--- src/verilog/u1_map.svh ---
// register map, field positions, reset values and divider ratios of the serial port
// assumes a 32-bit apb slave decoding paddr[7:0]; included by its bare name
`ifndef U1_MAP_SVH
`define U1_MAP_SVH

// register byte offsets
`define U1_OFS_DATA   8'h00
`define U1_OFS_SCS    8'h04
`define U1_OFS_FMT    8'h08
`define U1_OFS_BGC    8'h0c
`define U1_OFS_RLH    8'h10
`define U1_OFS_RLL    8'h14

// serial_control_status bit positions
`define U1_SCS_RI     0
`define U1_SCS_TI     1
`define U1_SCS_THRE   2
`define U1_SCS_TBX    3
`define U1_SCS_REN    4
`define U1_SCS_IE     5
`define U1_SCS_OVR    6

// baud_gen_control: enable bit, prescale select in [1:0]
`define U1_BGC_EN     6
`define U1_PS_12      2'b00
`define U1_PS_4       2'b01
`define U1_PS_48      2'b10
`define U1_PS_1       2'b11
`define U1_DIV_1      6'h01
`define U1_DIV_4      6'h04
`define U1_DIV_12     6'h0c
`define U1_DIV_48     6'h30

// reset values and counts
`define U1_RST_RELOAD 16'h0000
`define U1_RST_FMT    7'h03
`define U1_TMR_MAX    16'hffff
`define U1_LEN_BASE   3'h4

`endif

--- src/verilog/u1_pkg.sv ---
// types shared by the serial port design files
// assumes the map header supplies all numeric constants
package u1_pkg;

  // frame format, laid out as the format register
  typedef struct packed {
    logic       sb2;
    logic       xbe;
    logic [1:0] ptype;
    logic       pe;
    logic [1:0] len;
  } u1_fmt_type;

  // baud generator configuration
  typedef struct packed {
    logic        en;
    logic [1:0]  ps;
    logic [15:0] reload;
  } u1_bcfg_type;

  typedef enum logic [2:0] {TX_IDLE, TX_SYNC, TX_START, TX_DATA, TX_EXTRA, TX_STOP} u1_tx_st_type;
  typedef enum logic [1:0] {RX_IDLE, RX_DATA, RX_EXTRA, RX_STOP} u1_rx_st_type;

endpackage

--- src/verilog/u1_baud.sv ---
// baud generator: prescaler and 16-bit up-counting reload timer
// assumes configuration comes from registers on the same clock
`timescale 1ns/1ps
`default_nettype none
`include "u1_map.svh"

module u1_baud
  import u1_pkg::*;
(
  // clock and reset
  input  wire logic        mclk,
  input  wire logic        nrst,
  // configuration and overflow strobe
  input  wire u1_bcfg_type cfg,
  output logic             ovf
);

  logic [5:0]  pcnt_ff, nxt_pcnt;
  logic [15:0] tmr_ff, nxt_tmr;
  logic [5:0]  div;
  logic        tick;

  always_comb begin
    unique case (cfg.ps)
      `U1_PS_1:  div = `U1_DIV_1;
      `U1_PS_4:  div = `U1_DIV_4;
      `U1_PS_12: div = `U1_DIV_12;
      `U1_PS_48: div = `U1_DIV_48;
    endcase
  end

  // >= so a ratio change mid-count cannot run the prescaler past its end
  assign tick = cfg.en && (pcnt_ff >= div - 6'h01);
  assign ovf  = tick && (tmr_ff == `U1_TMR_MAX);

  always_comb begin
    nxt_pcnt = pcnt_ff;
    nxt_tmr  = tmr_ff;
    if (!cfg.en) begin
      nxt_pcnt = 6'h00;
      nxt_tmr  = cfg.reload;
    end else if (tick) begin
      nxt_pcnt = 6'h00;
      nxt_tmr  = ovf ? cfg.reload : tmr_ff + 16'h0001;
    end else begin
      nxt_pcnt = pcnt_ff + 6'h01;
    end
  end

  // timer registers
  always_ff @(posedge mclk or negedge nrst) begin
    if (!nrst) begin
      pcnt_ff <= 6'h00;
      tmr_ff  <= `U1_RST_RELOAD;
    end else begin
      pcnt_ff <= nxt_pcnt;
      tmr_ff  <= nxt_tmr;
    end
  end
endmodule // u1_baud
`default_nettype wire

--- src/verilog/u1_rxfifo.sv ---
// receive fifo: small circular buffer with head presented at the output
// assumes push is never given while full and pop never while empty
`timescale 1ns/1ps
`default_nettype none

module u1_rxfifo #(
  parameter int W  = 8,
  parameter int D  = 3,
  parameter int CW = $clog2(D + 1),
  parameter int PW = $clog2(D)
) (
  // clock and reset
  input  wire logic          mclk,
  input  wire logic          nrst,
  // fill and drain
  input  wire logic          push,
  input  wire logic [W-1:0]  din,
  input  wire logic          pop,
  output logic [W-1:0]       dout,
  // occupancy
  output logic [CW-1:0]      cnt,
  output logic               full,
  output logic               empty
);

  logic [W-1:0]  mem_ff [D];
  logic [PW-1:0] wp_ff, nxt_wp, rp_ff, nxt_rp;
  logic [CW-1:0] cnt_ff, nxt_cnt;

  // pointers wrap at the depth, which need not be a power of two
  always_comb begin
    nxt_wp  = wp_ff;
    nxt_rp  = rp_ff;
    nxt_cnt = cnt_ff;
    if (push) begin
      nxt_wp = (wp_ff == PW'(D - 1)) ? '0 : wp_ff + PW'(1);
    end
    if (pop) begin
      nxt_rp = (rp_ff == PW'(D - 1)) ? '0 : rp_ff + PW'(1);
    end
    if (push && !pop) begin
      nxt_cnt = cnt_ff + CW'(1);
    end else if (pop && !push) begin
      nxt_cnt = cnt_ff - CW'(1);
    end
  end

  // pointer and count registers
  always_ff @(posedge mclk or negedge nrst) begin
    if (!nrst) begin
      wp_ff  <= '0;
      rp_ff  <= '0;
      cnt_ff <= '0;
    end else begin
      wp_ff  <= nxt_wp;
      rp_ff  <= nxt_rp;
      cnt_ff <= nxt_cnt;
    end
  end

  // storage needs no reset; unread slots are never shown
  always_ff @(posedge mclk) begin
    if (push) begin
      mem_ff[wp_ff] <= din;
    end
  end

  assign dout  = empty ? '0 : mem_ff[rp_ff];
  assign cnt   = cnt_ff;
  assign full  = (cnt_ff == CW'(D));
  assign empty = (cnt_ff == '0);

endmodule // u1_rxfifo
`default_nettype wire

--- src/verilog/u1_top.sv ---
// serial port with apb registers, baud generator and three-byte receive fifo
// assumes an apb master on mclk and an asynchronous serial partner on uart_rx/uart_tx
//
// Our own choices: the register offsets and the APB register port.
`timescale 1ns/1ps
`default_nettype none
`include "u1_map.svh"

// Overview of operation
// - writes to the data port go only to the transmit holding register
// - data port reads return oldest fifo byte; holding register is never readable
// - receiver buffers up to three bytes before overflow
// - with interrupt enabled, tx-done or rx-ready raises an interrupt request
// - flags stay set until software clears them explicitly
// - clearing rx-ready is ignored while more bytes wait in the fifo
// - transmitter and receiver run independently at the same time
// - bit timing comes from a private 16-bit timer behind a prescaler
// - prescaler divides by 1, 4, 12 or 48
// - baud control register holds enable and prescale select
// - no transfer while the baud generator is disabled
// - 16-bit reload value split in readable, writable high and low bytes
// - timer increments once per prescaled tick from the reload value
// - on wrap from maximum the timer reloads in the same step
// - bit rate is clock / prescaler / (65536 - reload) / 2
// - frame is start low, 5-8 bits lsb first, optional extra, 1-2 stop
// - byte moves to shifter when idle; tx-done rises at stop bit start
// - byte stored only if enabled, fifo not full, stop high; full sets overrun
// - reading the data port presents the next byte and frees its slot
module u1_top
  import u1_pkg::*;
#(
  parameter int FIFO_DEPTH = 3
) (
  // clock and reset
  input  wire logic        mclk,
  input  wire logic        nrst,
  // apb slave
  input  wire logic        psel,
  input  wire logic        penable,
  input  wire logic        pwrite,
  input  wire logic [7:0]  paddr,
  input  wire logic [31:0] pwdata,
  output logic [31:0]      prdata,
  output logic             pready,
  output logic             pslverr,
  // serial line
  input  wire logic        uart_rx,
  output logic             uart_tx,
  // interrupt request
  output logic             irq
);

  localparam int CW = $clog2(FIFO_DEPTH + 1);

  logic          rx_m_ff, rx_s_ff;
  logic          pready_ff, nxt_pready, pslverr_ff, nxt_pslverr;
  logic [31:0]   prdata_ff, nxt_prdata, rval;
  logic          hit, acc, done, wr, rd, wr_scs;
  logic          ren_ff, nxt_ren, ie_ff, nxt_ie, tbx_ff, nxt_tbx;
  u1_fmt_type    fmt_ff, nxt_fmt;
  u1_bcfg_type   bcfg_ff, nxt_bcfg;
  logic          ri_ff, nxt_ri, ti_ff, nxt_ti, ovr_ff, nxt_ovr, irq_ff, nxt_irq;
  logic [7:0]    thr_ff, nxt_thr;
  logic          thr_full_ff, nxt_thr_full;
  u1_tx_st_type  tx_st_ff, nxt_tx_st;
  logic [7:0]    tx_sh_ff, nxt_tx_sh, msk;
  logic [2:0]    tx_cnt_ff, nxt_tx_cnt, last;
  logic          tx_ph_ff, nxt_tx_ph, tx_ff, nxt_tx, eb_ff, nxt_eb, tx_load, ti_set;
  u1_rx_st_type  rx_st_ff, nxt_rx_st;
  logic [7:0]    rx_sh_ff, nxt_rx_sh;
  logic [2:0]    rx_cnt_ff, nxt_rx_cnt;
  logic          rx_ph_ff, nxt_rx_ph, rx_fin, push, pop, ovr_set;
  logic          ovf, f_full, f_empty;
  logic [7:0]    f_head;
  logic [CW-1:0] f_cnt;

  // serial input crosses into mclk through two flops
  always_ff @(posedge mclk or negedge nrst) begin
    if (!nrst) begin
      rx_m_ff <= 1'b1;
      rx_s_ff <= 1'b1;
    end else begin
      rx_m_ff <= uart_rx;
      rx_s_ff <= rx_m_ff;
    end
  end

  assign acc    = psel && penable;
  assign done   = acc && pready_ff;
  assign wr     = done && pwrite && hit;
  assign rd     = done && !pwrite && hit;
  assign wr_scs = wr && (paddr == `U1_OFS_SCS);
  assign last   = 3'(fmt_ff.len) + `U1_LEN_BASE;

  // read mux and address decode
  always_comb begin
    rval = 32'h0000_0000;
    hit  = 1'b1;
    unique case (paddr)
      `U1_OFS_DATA: rval[7:0] = f_head;
      `U1_OFS_SCS: begin
        rval[`U1_SCS_RI]   = ri_ff;
        rval[`U1_SCS_TI]   = ti_ff;
        rval[`U1_SCS_THRE] = !thr_full_ff;
        rval[`U1_SCS_TBX]  = tbx_ff;
        rval[`U1_SCS_REN]  = ren_ff;
        rval[`U1_SCS_IE]   = ie_ff;
        rval[`U1_SCS_OVR]  = ovr_ff;
      end
      `U1_OFS_FMT: rval[6:0] = fmt_ff;
      `U1_OFS_BGC: begin
        rval[`U1_BGC_EN] = bcfg_ff.en;
        rval[1:0]        = bcfg_ff.ps;
      end
      `U1_OFS_RLH: rval[7:0] = bcfg_ff.reload[15:8];
      `U1_OFS_RLL: rval[7:0] = bcfg_ff.reload[7:0];
      default:     hit = 1'b0;
    endcase
  end

  // one wait state: answer is prepared in the first access cycle
  always_comb begin
    nxt_pready  = acc && !pready_ff;
    nxt_pslverr = acc && !pready_ff && !hit;
    nxt_prdata  = (acc && !pready_ff && !pwrite) ? rval : prdata_ff;
  end

  always_ff @(posedge mclk or negedge nrst) begin
    if (!nrst) begin
      pready_ff  <= 1'b0;
      pslverr_ff <= 1'b0;
      prdata_ff  <= 32'h0000_0000;
    end else begin
      pready_ff  <= nxt_pready;
      pslverr_ff <= nxt_pslverr;
      prdata_ff  <= nxt_prdata;
    end
  end

  // software configuration registers
  always_comb begin
    nxt_ren  = ren_ff;
    nxt_ie   = ie_ff;
    nxt_tbx  = tbx_ff;
    nxt_fmt  = fmt_ff;
    nxt_bcfg = bcfg_ff;
    if (wr_scs) begin
      nxt_ren = pwdata[`U1_SCS_REN];
      nxt_ie  = pwdata[`U1_SCS_IE];
      nxt_tbx = pwdata[`U1_SCS_TBX];
    end
    if (wr && paddr == `U1_OFS_FMT) begin
      nxt_fmt = u1_fmt_type'(pwdata[6:0]);
    end
    if (wr && paddr == `U1_OFS_BGC) begin
      nxt_bcfg.en = pwdata[`U1_BGC_EN];
      nxt_bcfg.ps = pwdata[1:0];
    end
    if (wr && paddr == `U1_OFS_RLH) begin
      nxt_bcfg.reload[15:8] = pwdata[7:0];
    end
    if (wr && paddr == `U1_OFS_RLL) begin
      nxt_bcfg.reload[7:0] = pwdata[7:0];
    end
  end

  always_ff @(posedge mclk or negedge nrst) begin
    if (!nrst) begin
      ren_ff  <= 1'b0;
      ie_ff   <= 1'b0;
      tbx_ff  <= 1'b0;
      fmt_ff  <= `U1_RST_FMT;
      bcfg_ff <= {1'b0, `U1_PS_12, `U1_RST_RELOAD};
    end else begin
      ren_ff  <= nxt_ren;
      ie_ff   <= nxt_ie;
      tbx_ff  <= nxt_tbx;
      fmt_ff  <= nxt_fmt;
      bcfg_ff <= nxt_bcfg;
    end
  end

  // sticky flags: writing 0 clears, hardware set wins over the clear
  always_comb begin
    nxt_ri = ri_ff;
    nxt_ti = ti_ff;
    nxt_ovr = ovr_ff;
    // clear blocked while more than one byte is queued
    if (wr_scs && !pwdata[`U1_SCS_RI] && f_cnt <= CW'(1)) begin
      nxt_ri = 1'b0;
    end
    if (wr_scs && !pwdata[`U1_SCS_TI]) begin
      nxt_ti = 1'b0;
    end
    if (wr_scs && !pwdata[`U1_SCS_OVR]) begin
      nxt_ovr = 1'b0;
    end
    if (push) begin
      nxt_ri = 1'b1;
    end
    if (ti_set) begin
      nxt_ti = 1'b1;
    end
    if (ovr_set) begin
      nxt_ovr = 1'b1;
    end
    nxt_irq = ie_ff && (ri_ff || ti_ff);
  end

  always_ff @(posedge mclk or negedge nrst) begin
    if (!nrst) begin
      ri_ff  <= 1'b0;
      ti_ff  <= 1'b0;
      ovr_ff <= 1'b0;
      irq_ff <= 1'b0;
    end else begin
      ri_ff  <= nxt_ri;
      ti_ff  <= nxt_ti;
      ovr_ff <= nxt_ovr;
      irq_ff <= nxt_irq;
    end
  end

  u1_baud u_baud (
    .mclk (mclk),
    .nrst (nrst),
    .cfg  (bcfg_ff),
    .ovf  (ovf)
  );

  // transmitter; every bit spans two timer overflows
  always_comb begin
    nxt_thr      = thr_ff;
    nxt_thr_full = thr_full_ff;
    nxt_tx_st    = tx_st_ff;
    nxt_tx_sh    = tx_sh_ff;
    nxt_tx_cnt   = tx_cnt_ff;
    nxt_tx_ph    = tx_ph_ff;
    nxt_tx       = tx_ff;
    nxt_eb       = eb_ff;
    ti_set       = 1'b0;
    tx_load      = (tx_st_ff == TX_IDLE) && thr_full_ff;
    msk          = 8'hff >> (2'h3 - fmt_ff.len);
    if (wr && paddr == `U1_OFS_DATA) begin
      nxt_thr      = pwdata[7:0];
      nxt_thr_full = 1'b1;
    end
    if (ovf && tx_st_ff != TX_IDLE) begin
      nxt_tx_ph = !tx_ph_ff;
    end
    unique case (tx_st_ff)
      TX_IDLE: begin
        if (tx_load) begin
          // a data write landing on the load cycle stays held for the next frame
          nxt_thr_full = wr && (paddr == `U1_OFS_DATA);
          nxt_tx_sh    = thr_ff & msk;
          nxt_tx_st    = TX_SYNC;
          unique case (fmt_ff.ptype)
            2'b00: nxt_eb = ~^(thr_ff & msk);
            2'b01: nxt_eb = ^(thr_ff & msk);
            2'b10: nxt_eb = 1'b1;
            2'b11: nxt_eb = 1'b0;
          endcase
          if (!fmt_ff.pe) begin
            nxt_eb = tbx_ff;
          end
        end
      end
      // waits here while the generator is off
      TX_SYNC: if (ovf) begin
        nxt_tx_st = TX_START;
        nxt_tx    = 1'b0;
        nxt_tx_ph = 1'b0;
      end
      TX_START: if (ovf && tx_ph_ff) begin
        nxt_tx_st  = TX_DATA;
        nxt_tx     = tx_sh_ff[0];
        nxt_tx_cnt = 3'h0;
      end
      TX_DATA: if (ovf && tx_ph_ff) begin
        nxt_tx_sh  = tx_sh_ff >> 1;
        nxt_tx     = tx_sh_ff[1];
        nxt_tx_cnt = tx_cnt_ff + 3'h1;
        if (tx_cnt_ff == last) begin
          nxt_tx_cnt = 3'h0;
          nxt_tx_st  = (fmt_ff.pe || fmt_ff.xbe) ? TX_EXTRA : TX_STOP;
          nxt_tx     = (fmt_ff.pe || fmt_ff.xbe) ? eb_ff : 1'b1;
          ti_set     = !(fmt_ff.pe || fmt_ff.xbe);
        end
      end
      TX_EXTRA: if (ovf && tx_ph_ff) begin
        nxt_tx_st = TX_STOP;
        nxt_tx    = 1'b1;
        ti_set    = 1'b1;
      end
      TX_STOP: if (ovf && tx_ph_ff) begin
        nxt_tx_cnt = 3'h1;
        if (!fmt_ff.sb2 || tx_cnt_ff != 3'h0) begin
          nxt_tx_st = TX_IDLE;
        end
      end
    endcase
  end

  always_ff @(posedge mclk or negedge nrst) begin
    if (!nrst) begin
      thr_ff      <= 8'h00;
      thr_full_ff <= 1'b0;
      tx_st_ff    <= TX_IDLE;
      tx_sh_ff    <= 8'h00;
      tx_cnt_ff   <= 3'h0;
      tx_ph_ff    <= 1'b0;
      tx_ff       <= 1'b1;
      eb_ff       <= 1'b0;
    end else begin
      thr_ff      <= nxt_thr;
      thr_full_ff <= nxt_thr_full;
      tx_st_ff    <= nxt_tx_st;
      tx_sh_ff    <= nxt_tx_sh;
      tx_cnt_ff   <= nxt_tx_cnt;
      tx_ph_ff    <= nxt_tx_ph;
      tx_ff       <= nxt_tx;
      eb_ff       <= nxt_eb;
    end
  end

  // receiver; start is seen at an overflow, later bits sampled two overflows apart
  // limitation: the sample point lies 0 to half a bit into each bit
  always_comb begin
    nxt_rx_st  = rx_st_ff;
    nxt_rx_sh  = rx_sh_ff;
    nxt_rx_cnt = rx_cnt_ff;
    nxt_rx_ph  = rx_ph_ff;
    rx_fin     = 1'b0;
    if (ovf && rx_st_ff != RX_IDLE) begin
      nxt_rx_ph = !rx_ph_ff;
    end
    unique case (rx_st_ff)
      RX_IDLE: if (ovf && ren_ff && !rx_s_ff) begin
        nxt_rx_st  = RX_DATA;
        nxt_rx_sh  = 8'h00;
        nxt_rx_cnt = 3'h0;
        nxt_rx_ph  = 1'b0;
      end
      RX_DATA: if (ovf && rx_ph_ff) begin
        nxt_rx_sh[rx_cnt_ff] = rx_s_ff;
        nxt_rx_cnt           = rx_cnt_ff + 3'h1;
        if (rx_cnt_ff == last) begin
          nxt_rx_st = (fmt_ff.pe || fmt_ff.xbe) ? RX_EXTRA : RX_STOP;
        end
      end
      RX_EXTRA: if (ovf && rx_ph_ff) begin
        nxt_rx_st = RX_STOP;
      end
      RX_STOP: if (ovf && rx_ph_ff) begin
        nxt_rx_st = RX_IDLE;
        rx_fin    = ren_ff && rx_s_ff;
      end
    endcase
  end

  assign push    = rx_fin && !f_full;
  assign ovr_set = rx_fin && f_full;
  assign pop     = rd && (paddr == `U1_OFS_DATA) && !f_empty;

  always_ff @(posedge mclk or negedge nrst) begin
    if (!nrst) begin
      rx_st_ff  <= RX_IDLE;
      rx_sh_ff  <= 8'h00;
      rx_cnt_ff <= 3'h0;
      rx_ph_ff  <= 1'b0;
    end else begin
      rx_st_ff  <= nxt_rx_st;
      rx_sh_ff  <= nxt_rx_sh;
      rx_cnt_ff <= nxt_rx_cnt;
      rx_ph_ff  <= nxt_rx_ph;
    end
  end

  u1_rxfifo #(.W(8), .D(FIFO_DEPTH)) u_fifo (
    .mclk  (mclk),
    .nrst  (nrst),
    .push  (push),
    .din   (rx_sh_ff),
    .pop   (pop),
    .dout  (f_head),
    .cnt   (f_cnt),
    .full  (f_full),
    .empty (f_empty)
  );

  assign prdata  = prdata_ff;
  assign pready  = pready_ff;
  assign pslverr = pslverr_ff;
  assign uart_tx = tx_ff;
  assign irq     = irq_ff;
endmodule // u1_top
`default_nettype wire

--- config.mk ---
export PLATFORM = sky130hd
export DESIGN_NAME = u1_top
export DESIGN_NICKNAME = d
export VERILOG_FILES = /design/src/verilog/u1_pkg.sv /design/src/verilog/u1_baud.sv /design/src/verilog/u1_rxfifo.sv /design/src/verilog/u1_top.sv
export VERILOG_INCLUDE_DIRS = /design/src /design/src/verilog
export SDC_FILE = /design/constraint.sdc
export NUM_CORES = 1
export LEC_CHECK = 0
export CAP_MARGIN = 20
export CORE_MARGIN = 2
export CORE_UTILIZATION = 30
export CTS_CLUSTER_DIAMETER = 200
export DETAILED_ROUTE_END_ITERATION = 12
export DONT_BUFFER_PORTS = 1
export GPL_ROUTABILITY_DRIVEN = 0
export PLACE_DENSITY = 0.51
export SLEW_MARGIN = 20
export SYNTH_ARGS = -nofsm -noshare
export SYNTH_HDL_FRONTEND = slang
export SYNTH_SLANG_ARGS = --single-unit
--- constraint.sdc ---
create_clock -name mclk -period 3.2 [get_ports mclk]
set_input_delay 0.64 -clock mclk [delete_from_list [all_inputs] [get_ports mclk]]
set_output_delay 0.64 -clock mclk [all_outputs]
set_load 0.01 [all_outputs]
Word level (Yosys, flattened, before mapping) --
Memory sizes are Yosys's and may differ from the RTL's. Cells that the tools add are included.
Storage, ports and cells: register bits 113, bits in latches 0, RAM bits 24, ROM bits 0, input port bits 46, output and inout bits 36, logic and storage cells 260, memories kept 1
Memory list:
- u_fifo.mem_ff | depth 3, bits a word 8, rd ports 1, clocked after Yosys merged registers in 0, wr ports 1, line u1_rxfifo.sv:26 | logic [W-1:0] mem_ff [D];
Operators by class: add/subtract/negate cells 11, multipliers 0, div/mod/pow operators 0, $lt $le $gt $ge 4, equal/unequal tests 39, shifts and indexed selects 1, mux-type cells 82, bitwise gates (word level) 1, reduce and logical (&&, ||, !) cells 83
Operator list (count):
- $mux 16 | 3
- $mux 3 | 14
- $mux 8 | 5
- $logic_and 1x1->1 | 37
- $mux 1 | 33
- $pmux 8 s2 | 2
- $ne 2x2->1 const B | 13
- $pmux 6 s4 | 1
- $pmux 4 s5 | 1
- $eq 2x2->1 const B | 9
- $mux 2 | 9
- $pmux 3 s6 | 1
- $add 16x1->16 const B | 1
- $eq 16x16->1 const B | 1
- $eq 8x4->1 const B | 2
- $eq 8x5->1 const B | 2
- $logic_not 1->1 | 16
- $reduce_bool 2->1 | 7
- $mux 6 | 2
- $pmux 2 s6 | 1
- $reduce_and 5->1 | 2
- $pmux 3 s3 | 1
- $reduce_bool 3->1 | 3
- $and 8x8->8 | 1
- other kinds (39) | 54

Depth between registers and ports, before layout --
depth in word-level cells 14, mapped depth 12, mapped depth without buffers 11

Cells and area by module --
Synthesis repeated with hierarchy kept, for this count alone.
Second synthesis, totals: cells, all modules 709, area, all modules 7437.1 um2
By module, submodules not included:
- u1_top | instances 1, cells each 445, area each 4565.6 um2, seq. area each 2133.3 um2
- u1_baud | instances 1, cells each 186, area each 1681.6 um2, seq. area each 550.5 um2
- u1_rxfifo | instances 1, cells each 78, area each 1189.9 um2, seq. area each 870.8 um2

Worst setup path before layout --
Ideal clock, no wire load.
path kind input to register, from in paddr[5], to reg u_fifo.cnt_ff[1], in the netlist u_fifo.cnt[1], library setup time 0.127 ns, data arrival time 3.217 ns, data required time 3.073 ns, path slack -0.144 ns, stages 10, buffers on the path 3, path through or4_4 or3_1 buf_2 or4_1 buf_2 or4b_1 buf_2 ha_1 nand2_1 o21ai_0
Between the ends: longest elaborated chain between the ends 9, elaborated cells between the ends (all ways) 16, classes of those cells 5 x eq/ne; 2 x mux; 9 x reduce/logical
RTL lines:
- start, declared | line u1_top.sv:41 | input wire logic [7:0] paddr,
- $eq 8x3->1, or another cell as far along | line u1_top.sv:99 | unique case (paddr)
- $reduce_or 6->1 (no line)
- $mux 1 | line u1_top.sv:99
- $logic_and 1x1->1 | line u1_top.sv:91 | assign rd = done && !pwrite && hit;
- $logic_and 1x1->1 * (2 in series) | line u1_top.sv:364 | assign pop = rd && (paddr == `U1_OFS_DATA) && !f_empty;
- $logic_not 1->1 | line u1_rxfifo.sv:41 | if (push && !pop) begin
- $logic_and 1x1->1 | line u1_rxfifo.sv:41
- $mux 2 / $reduce_bool 2->1 (equally long branches)
- end signal, assigned | line u1_rxfifo.sv:57 | cnt_ff <= nxt_cnt;
- end, declared | line u1_rxfifo.sv:28 | logic [CW-1:0] cnt_ff, nxt_cnt;
Every way passes the cells marked *; elsewhere a longest branch is shown, timed or not. A chain may end at the register's enable or synchronous reset.

Worst setup path after layout --
from reg bcfg_ff[16] in the netlist's numbering, to mem u_fifo.mem_ff[1][5] (enable)
Between the ends: longest elaborated chain between the ends 12, elaborated cells between the ends (all ways) 15, classes of those cells 1 x add/sub; 1 x order compare; 3 x eq/ne; 5 x mux; 5 x reduce/logical
RTL lines:
- start, declared | line u1_top.sv:61 | u1_bcfg_type bcfg_ff, nxt_bcfg;
- start signal, assigned | line u1_top.sv:173 | bcfg_ff <= {1'b0, `U1_PS_12, `U1_RST_RELOAD};
- start signal, assigned | line u1_top.sv:179 | bcfg_ff <= nxt_bcfg;
- $eq 2x2->1, or another cell as far along | line u1_baud.sv:24 | unique case (cfg.ps)
- $pmux 6 s4 * | line u1_baud.sv:24
- $sub 6x1->6 * | line u1_baud.sv:33 | assign tick = cfg.en && (pcnt_ff >= div - 6'h01);
- $ge 6x6->1 * | line u1_baud.sv:33
- $logic_and 1x1->1 * | line u1_baud.sv:33
- $logic_and 1x1->1 * | line u1_baud.sv:34 | assign ovf = tick && (tmr_ff == `U1_TMR_MAX);
- $logic_and 1x1->1 * | line u1_top.sv:355 | RX_STOP: if (ovf && rx_ph_ff) begin
- $mux 1 * | line u1_top.sv:355
- $mux 1 * | line u1_top.sv:338 | unique case (rx_st_ff)
- $logic_and 1x1->1 * | line u1_top.sv:362 | assign push = rx_fin && !f_full;
- $mux 1 * | line u1_rxfifo.sv:63 | if (push) begin
- $mux 1 (implied by the code) * | line u1_rxfifo.sv:64 | mem_ff[wp_ff] <= din;
- end, declared | line u1_rxfifo.sv:26
Every way passes the cells marked *; elsewhere a longest branch is shown, timed or not. The select of a mux whose other input is x is not followed.

==> impl_metrics.xml <==
<?xml version="1.0" encoding="UTF-8"?>
<metrics>
  <group name="sta">
    <metric name="report.final.slew_viol_count" unit="">0</metric>
    <metric name="layout_setup_ws" unit="ps">419.8</metric>
    <metric name="timing.slew.headroom" unit="">0.5598</metric>
    <metric name="tightest_slew" unit="ps">653.4</metric>
    <metric name="report.final.setup_viol" unit="">0</metric>
    <metric name="clock.fmax" unit="GHz">0.3597</metric>
    <metric name="fin_setup_tns" unit="ps">0</metric>
    <metric name="layout_worst_path_cycle_share" unit="">0.8688</metric>
    <metric name="rsz0062_at_grt" unit="">false</metric>
    <metric name="period_needed" unit="ps">2780</metric>
    <metric name="fin_hold_ws" unit="ps">65.73</metric>
    <metric name="final-hold-violation-count" unit="">0</metric>
    <metric name="timing.clock.skew" unit="ps">10.10</metric>
  </group>
  <group name="power">
    <metric name="cellLeakagePower" unit="nW">3.512</metric>
    <metric name="ir_worst_vdd" unit="mV">0.3292</metric>
    <metric name="p_per_area" unit="mW/mm^2">464.6</metric>
  </group>
  <group name="logic_synthesis">
    <metric name="synthArstFlopShare" unit="">0.8248</metric>
    <metric name="synth_area_leaders" unit="">sky130_fd_sc_hd__dfrtp_1 (37%), sky130_fd_sc_hd__edfxtp_1 (10%), sky130_fd_sc_hd__mux2_2 (8.4%)</metric>
    <metric name="library_cell_occupying_the_most_area_in_the_post_synthesis_netlist" unit="">sky130_fd_sc_hd__dfrtp_1</metric>
    <metric name="post_synth.cell_area_avg" unit="sq um">10.20</metric>
    <metric name="synth.cell_area" unit="sq mm">0.007218</metric>
    <metric name="synthesis_warnings" unit="">0</metric>
    <metric name="synthesis.instances" unit="">708</metric>
    <metric name="synth.yosys.seq_area_share" unit="">0.4925</metric>
    <metric name="post_synth_top_flop" unit="">sky130_fd_sc_hd__dfrtp_1</metric>
    <metric name="yosys.area.top_type_share" unit="">0.3744</metric>
    <metric name="ys_seq_elements" unit="">137</metric>
    <metric name="synth_edf_count" unit="">24</metric>
    <metric name="yosys.cell_types.count" unit="">62</metric>
  </group>
  <group name="placed_design">
    <metric name="port-buffer-count" unit="">0</metric>
    <metric name="detailedPlacementHpwl" unit="um">12680</metric>
    <metric name="dp_worst_setup_slack" unit="ps">71.18</metric>
  </group>
  <group name="setup_path">
    <metric name="startpoint_type_of_the_worst_setup_path" unit="">register</metric>
    <metric name="required" unit="ps">3320</metric>
    <metric name="cp-end-kind" unit="">register</metric>
    <metric name="cp_max_fo" unit="">9</metric>
    <metric name="arrival_time_at_the_worst_endpoint" unit="ps">2900</metric>
    <metric name="critPathKind" unit="">reg2reg</metric>
  </group>
  <group name="cts">
    <metric name="cts_tree" unit="">yes</metric>
    <metric name="cts_made_buffers" unit="">17</metric>
    <metric name="htreeDepth" unit="">4</metric>
    <metric name="clock_sinks" unit="">137</metric>
    <metric name="cts_resized" unit="">0</metric>
    <metric name="cts-root-to-sink-buffers" unit="">2</metric>
    <metric name="root_buffer" unit="">sky130_fd_sc_hd__clkbuf_16</metric>
    <metric name="clk-insertion-delay-late" unit="ps">420</metric>
    <metric name="ctsHoldBuffers" unit="">1</metric>
    <metric name="clkSlewWorstSetupHoldPaths" unit="ps">60</metric>
    <metric name="post-cts-setup-buffers" unit="">0</metric>
  </group>
  <group name="floorplan">
    <metric name="starting_density_of_the_core" unit="">0.3066</metric>
    <metric name="io-pin-count" unit="">82</metric>
    <metric name="row_count" unit="">56</metric>
    <metric name="die_outline_area" unit="sq mm">0.02532</metric>
    <metric name="dieHeight" unit="um">159.1</metric>
    <metric name="floorplan.die.width" unit="um">159.1</metric>
    <metric name="coreArea" unit="sq mm">0.02354</metric>
  </group>
  <group name="flow_run">
    <metric name="max_cap_violations" unit="">0</metric>
  </group>
  <group name="worst_hold_path">
    <metric name="worstHoldPathType" unit="">in2async</metric>
  </group>
  <group name="finish">
    <metric name="num_antenna_cells" unit="">0</metric>
    <metric name="layout.area.seq" unit="sq mm">0.003555</metric>
    <metric name="finish.utilization" unit="">0.3474</metric>
    <metric name="layout.nets" unit="">782</metric>
    <metric name="drive_above_1_share" unit="">0.1616</metric>
    <metric name="multi_input_gate_area_in_the_final_layout" unit="sq mm">0.003373</metric>
    <metric name="fill_cells" unit="">2421</metric>
    <metric name="area_delta_synth_final" unit="%">13.30</metric>
  </group>
  <group name="route">
    <metric name="drt-total-wl" unit="um">18010</metric>
    <metric name="route.detailed.vias_per_inst" unit="">4.918</metric>
    <metric name="dr.first_iter.drc_count" unit="">312</metric>
    <metric name="drt_first_pass_iters" unit="">4</metric>
    <metric name="num_vias" unit="">5159</metric>
    <metric name="ant_nets" unit="">0</metric>
    <metric name="drt_drc_violations_left" unit="">0</metric>
    <metric name="routedWlPerCell" unit="um">17.17</metric>
  </group>
  <group name="status">
    <metric name="status" unit="">finished clean</metric>
  </group>
  <group name="grt">
    <metric name="grt_usage" unit="">0.1471</metric>
    <metric name="grt_start_max_net_pins" unit="">109</metric>
    <metric name="grt_first_pass_wirelength" unit="um">28900</metric>
    <metric name="globalRoute.totalOverflow" unit="">0</metric>
    <metric name="via_count_of_the_first_global_routing_pass" unit="">4905</metric>
    <metric name="antenna_found_initial" unit="">0</metric>
  </group>
</metrics>
[state kept, by name, indices dropped and copies added (netlist names), 2 cells and up]
signal and cells:
rx_st_ff 2, tx_cnt_ff 3, u_fifo.mem_ff 24, u_fifo.wp_ff 2
prdata 8, thr_ff 8, tx_st_ff 3, u_baud.pcnt_ff 6
tx_sh_ff 8, u_fifo.rp_ff 2, u_baud.tmr_ff 16, rx_sh_ff 8
bcfg_ff 19, fmt_ff 7, rx_cnt_ff 3, u_fifo.cnt 2
[cell type report]
cell class / count / area share
timing repair buffer: 24 / 0.02448
inverter: 23 / 0.01056
sequential: 137 / 0.4347
multi-input combinational: 514 / 0.4125
tap: 319 / 0.04881
clock buffer: 20 / 0.05340
clock inverter: 12 / 0.01561
[cells in the final DEF, fill, tap and decap left out, types with 9 or more instances in the layout]
cell                        Yosys  final
sky130_fd_sc_hd__dfrtp_1      108    108
sky130_fd_sc_hd__nor2_1        62     62
sky130_fd_sc_hd__nand2_1       61     61
sky130_fd_sc_hd__mux2_2        54     54
sky130_fd_sc_hd__a21oi_1       52     52
sky130_fd_sc_hd__o21ai_0       36     36
sky130_fd_sc_hd__conb_1         2     25
sky130_fd_sc_hd__nand3_1       24     24
sky130_fd_sc_hd__edfxtp_1      24     24
sky130_fd_sc_hd__buf_4         24     23
sky130_fd_sc_hd__inv_1         22     22
sky130_fd_sc_hd__mux2i_1       19     19
sky130_fd_sc_hd__ha_1          19     18
sky130_fd_sc_hd__clkbuf_16      0     17
sky130_fd_sc_hd__nand4_1       12     12
sky130_fd_sc_hd__xnor2_1       12     12
sky130_fd_sc_hd__a31oi_1       12     12
sky130_fd_sc_hd__nand2b_1       9      9
sky130_fd_sc_hd__nor3_1        10      9
sky130_fd_sc_hd__nor3b_1        9      9
[critical path, stage by stage (launching register included)]
cell	delay (ps)
sky130_fd_sc_hd__dfrtp_1	410
sky130_fd_sc_hd__inv_1	90
sky130_fd_sc_hd__nand2_1	80
sky130_fd_sc_hd__ha_1	300
sky130_fd_sc_hd__nand4_1	120
sky130_fd_sc_hd__o221a_2	320
sky130_fd_sc_hd__or4_1	690
sky130_fd_sc_hd__nor3b_1	250
sky130_fd_sc_hd__buf_4	230
[layer usage]
metal	vias up	wire (um)	global-route usage
met3	20	1205	0.04298
met5	-	0	0
met4	0	276	0.04628
met2	106	8308	0.2233
li1	2528	-	-
met1	2505	8223	0.2024
[cells by family (layout without fill, tap and decap cells)]
| family | after synthesis | after routing | share of synthesized area |
|---|---|---|---|
| simple gates | 228 | 228 | 0.1584 |
| compound gates | 152 | 152 | 0.1293 |
| flops | 137 | 137 | 0.4925 |
| buf+inv | 80 | 79 | 0.05460 |
| mux | 73 | 73 | 0.1106 |
| fa+ha+maj | 19 | 19 | 0.03293 |
| xor+xnor | 17 | 17 | 0.02063 |
| other cells | 2 | 25 | 0.001040 |
[worst paths after layout]
path | endpoint | from | cells past startpoint | slack (ps)
setup / recovery | u_fifo.mem_ff[1][5] | bcfg_ff[16] | 8 | 420
hold / removal | rx_m_ff | nrst | 0 | 70
setup reg to reg | u_fifo.mem_ff[1][5] | bcfg_ff[16] | 8 | 420
hold reg to reg | rx_s_ff | rx_m_ff | 0 | 360
max in group asynchronous | thr_ff[0] | nrst | 1 | 2600
min in group mclk | rx_m_ff | uart_rx | 0 | 210
[Yosys cell counts (5+ instances only)]
cell                       instances
sky130_fd_sc_hd__nor2b_1           5
sky130_fd_sc_hd__ha_1             19
sky130_fd_sc_hd__edfxtp_1         24
sky130_fd_sc_hd__o21ai_0          36
sky130_fd_sc_hd__and3_1            7
sky130_fd_sc_hd__inv_1            22
sky130_fd_sc_hd__or4_1             6
sky130_fd_sc_hd__mux2_2           54
sky130_fd_sc_hd__nand3_1          24
sky130_fd_sc_hd__o31ai_1           6
sky130_fd_sc_hd__xor2_1            5
sky130_fd_sc_hd__dfstp_2           5
sky130_fd_sc_hd__buf_4            24
sky130_fd_sc_hd__nand4_1          12
sky130_fd_sc_hd__nand2_1          61
sky130_fd_sc_hd__and4_1            6
sky130_fd_sc_hd__dfrtp_1         108
sky130_fd_sc_hd__xnor2_1          12
sky130_fd_sc_hd__a21oi_1          52
sky130_fd_sc_hd__a21o_1            7
sky130_fd_sc_hd__nor2_1           62
sky130_fd_sc_hd__o22ai_1           5
sky130_fd_sc_hd__nor3b_1           9
sky130_fd_sc_hd__clkbuf_1         29
sky130_fd_sc_hd__mux2i_1          19
sky130_fd_sc_hd__a31oi_1          12
sky130_fd_sc_hd__nor3_1           10
sky130_fd_sc_hd__nand2b_1          9
[stage by stage]
step | cells | area (sq um) | power, W
after floorplan | 731 | 7320 | 0.001906
after global routing | 1049 | 8178 | 0.003952
after CTS | 1049 | 8178 | 0.003852
after detailed placement | 1016 | 7586 | 0.001897
after global placement | 1016 | 7586 | 0.001896
final | 1049 | 8178 | 0.003799
[where the power goes]
part / switching, W / internal (W)
Sequential: 0.0000274 / 0.00179
Clock: 0.000761 / 0.00114
Combinational: 0.0000558 / 0.0000227
Note: power is estimated with default switching activity, not from simulation.
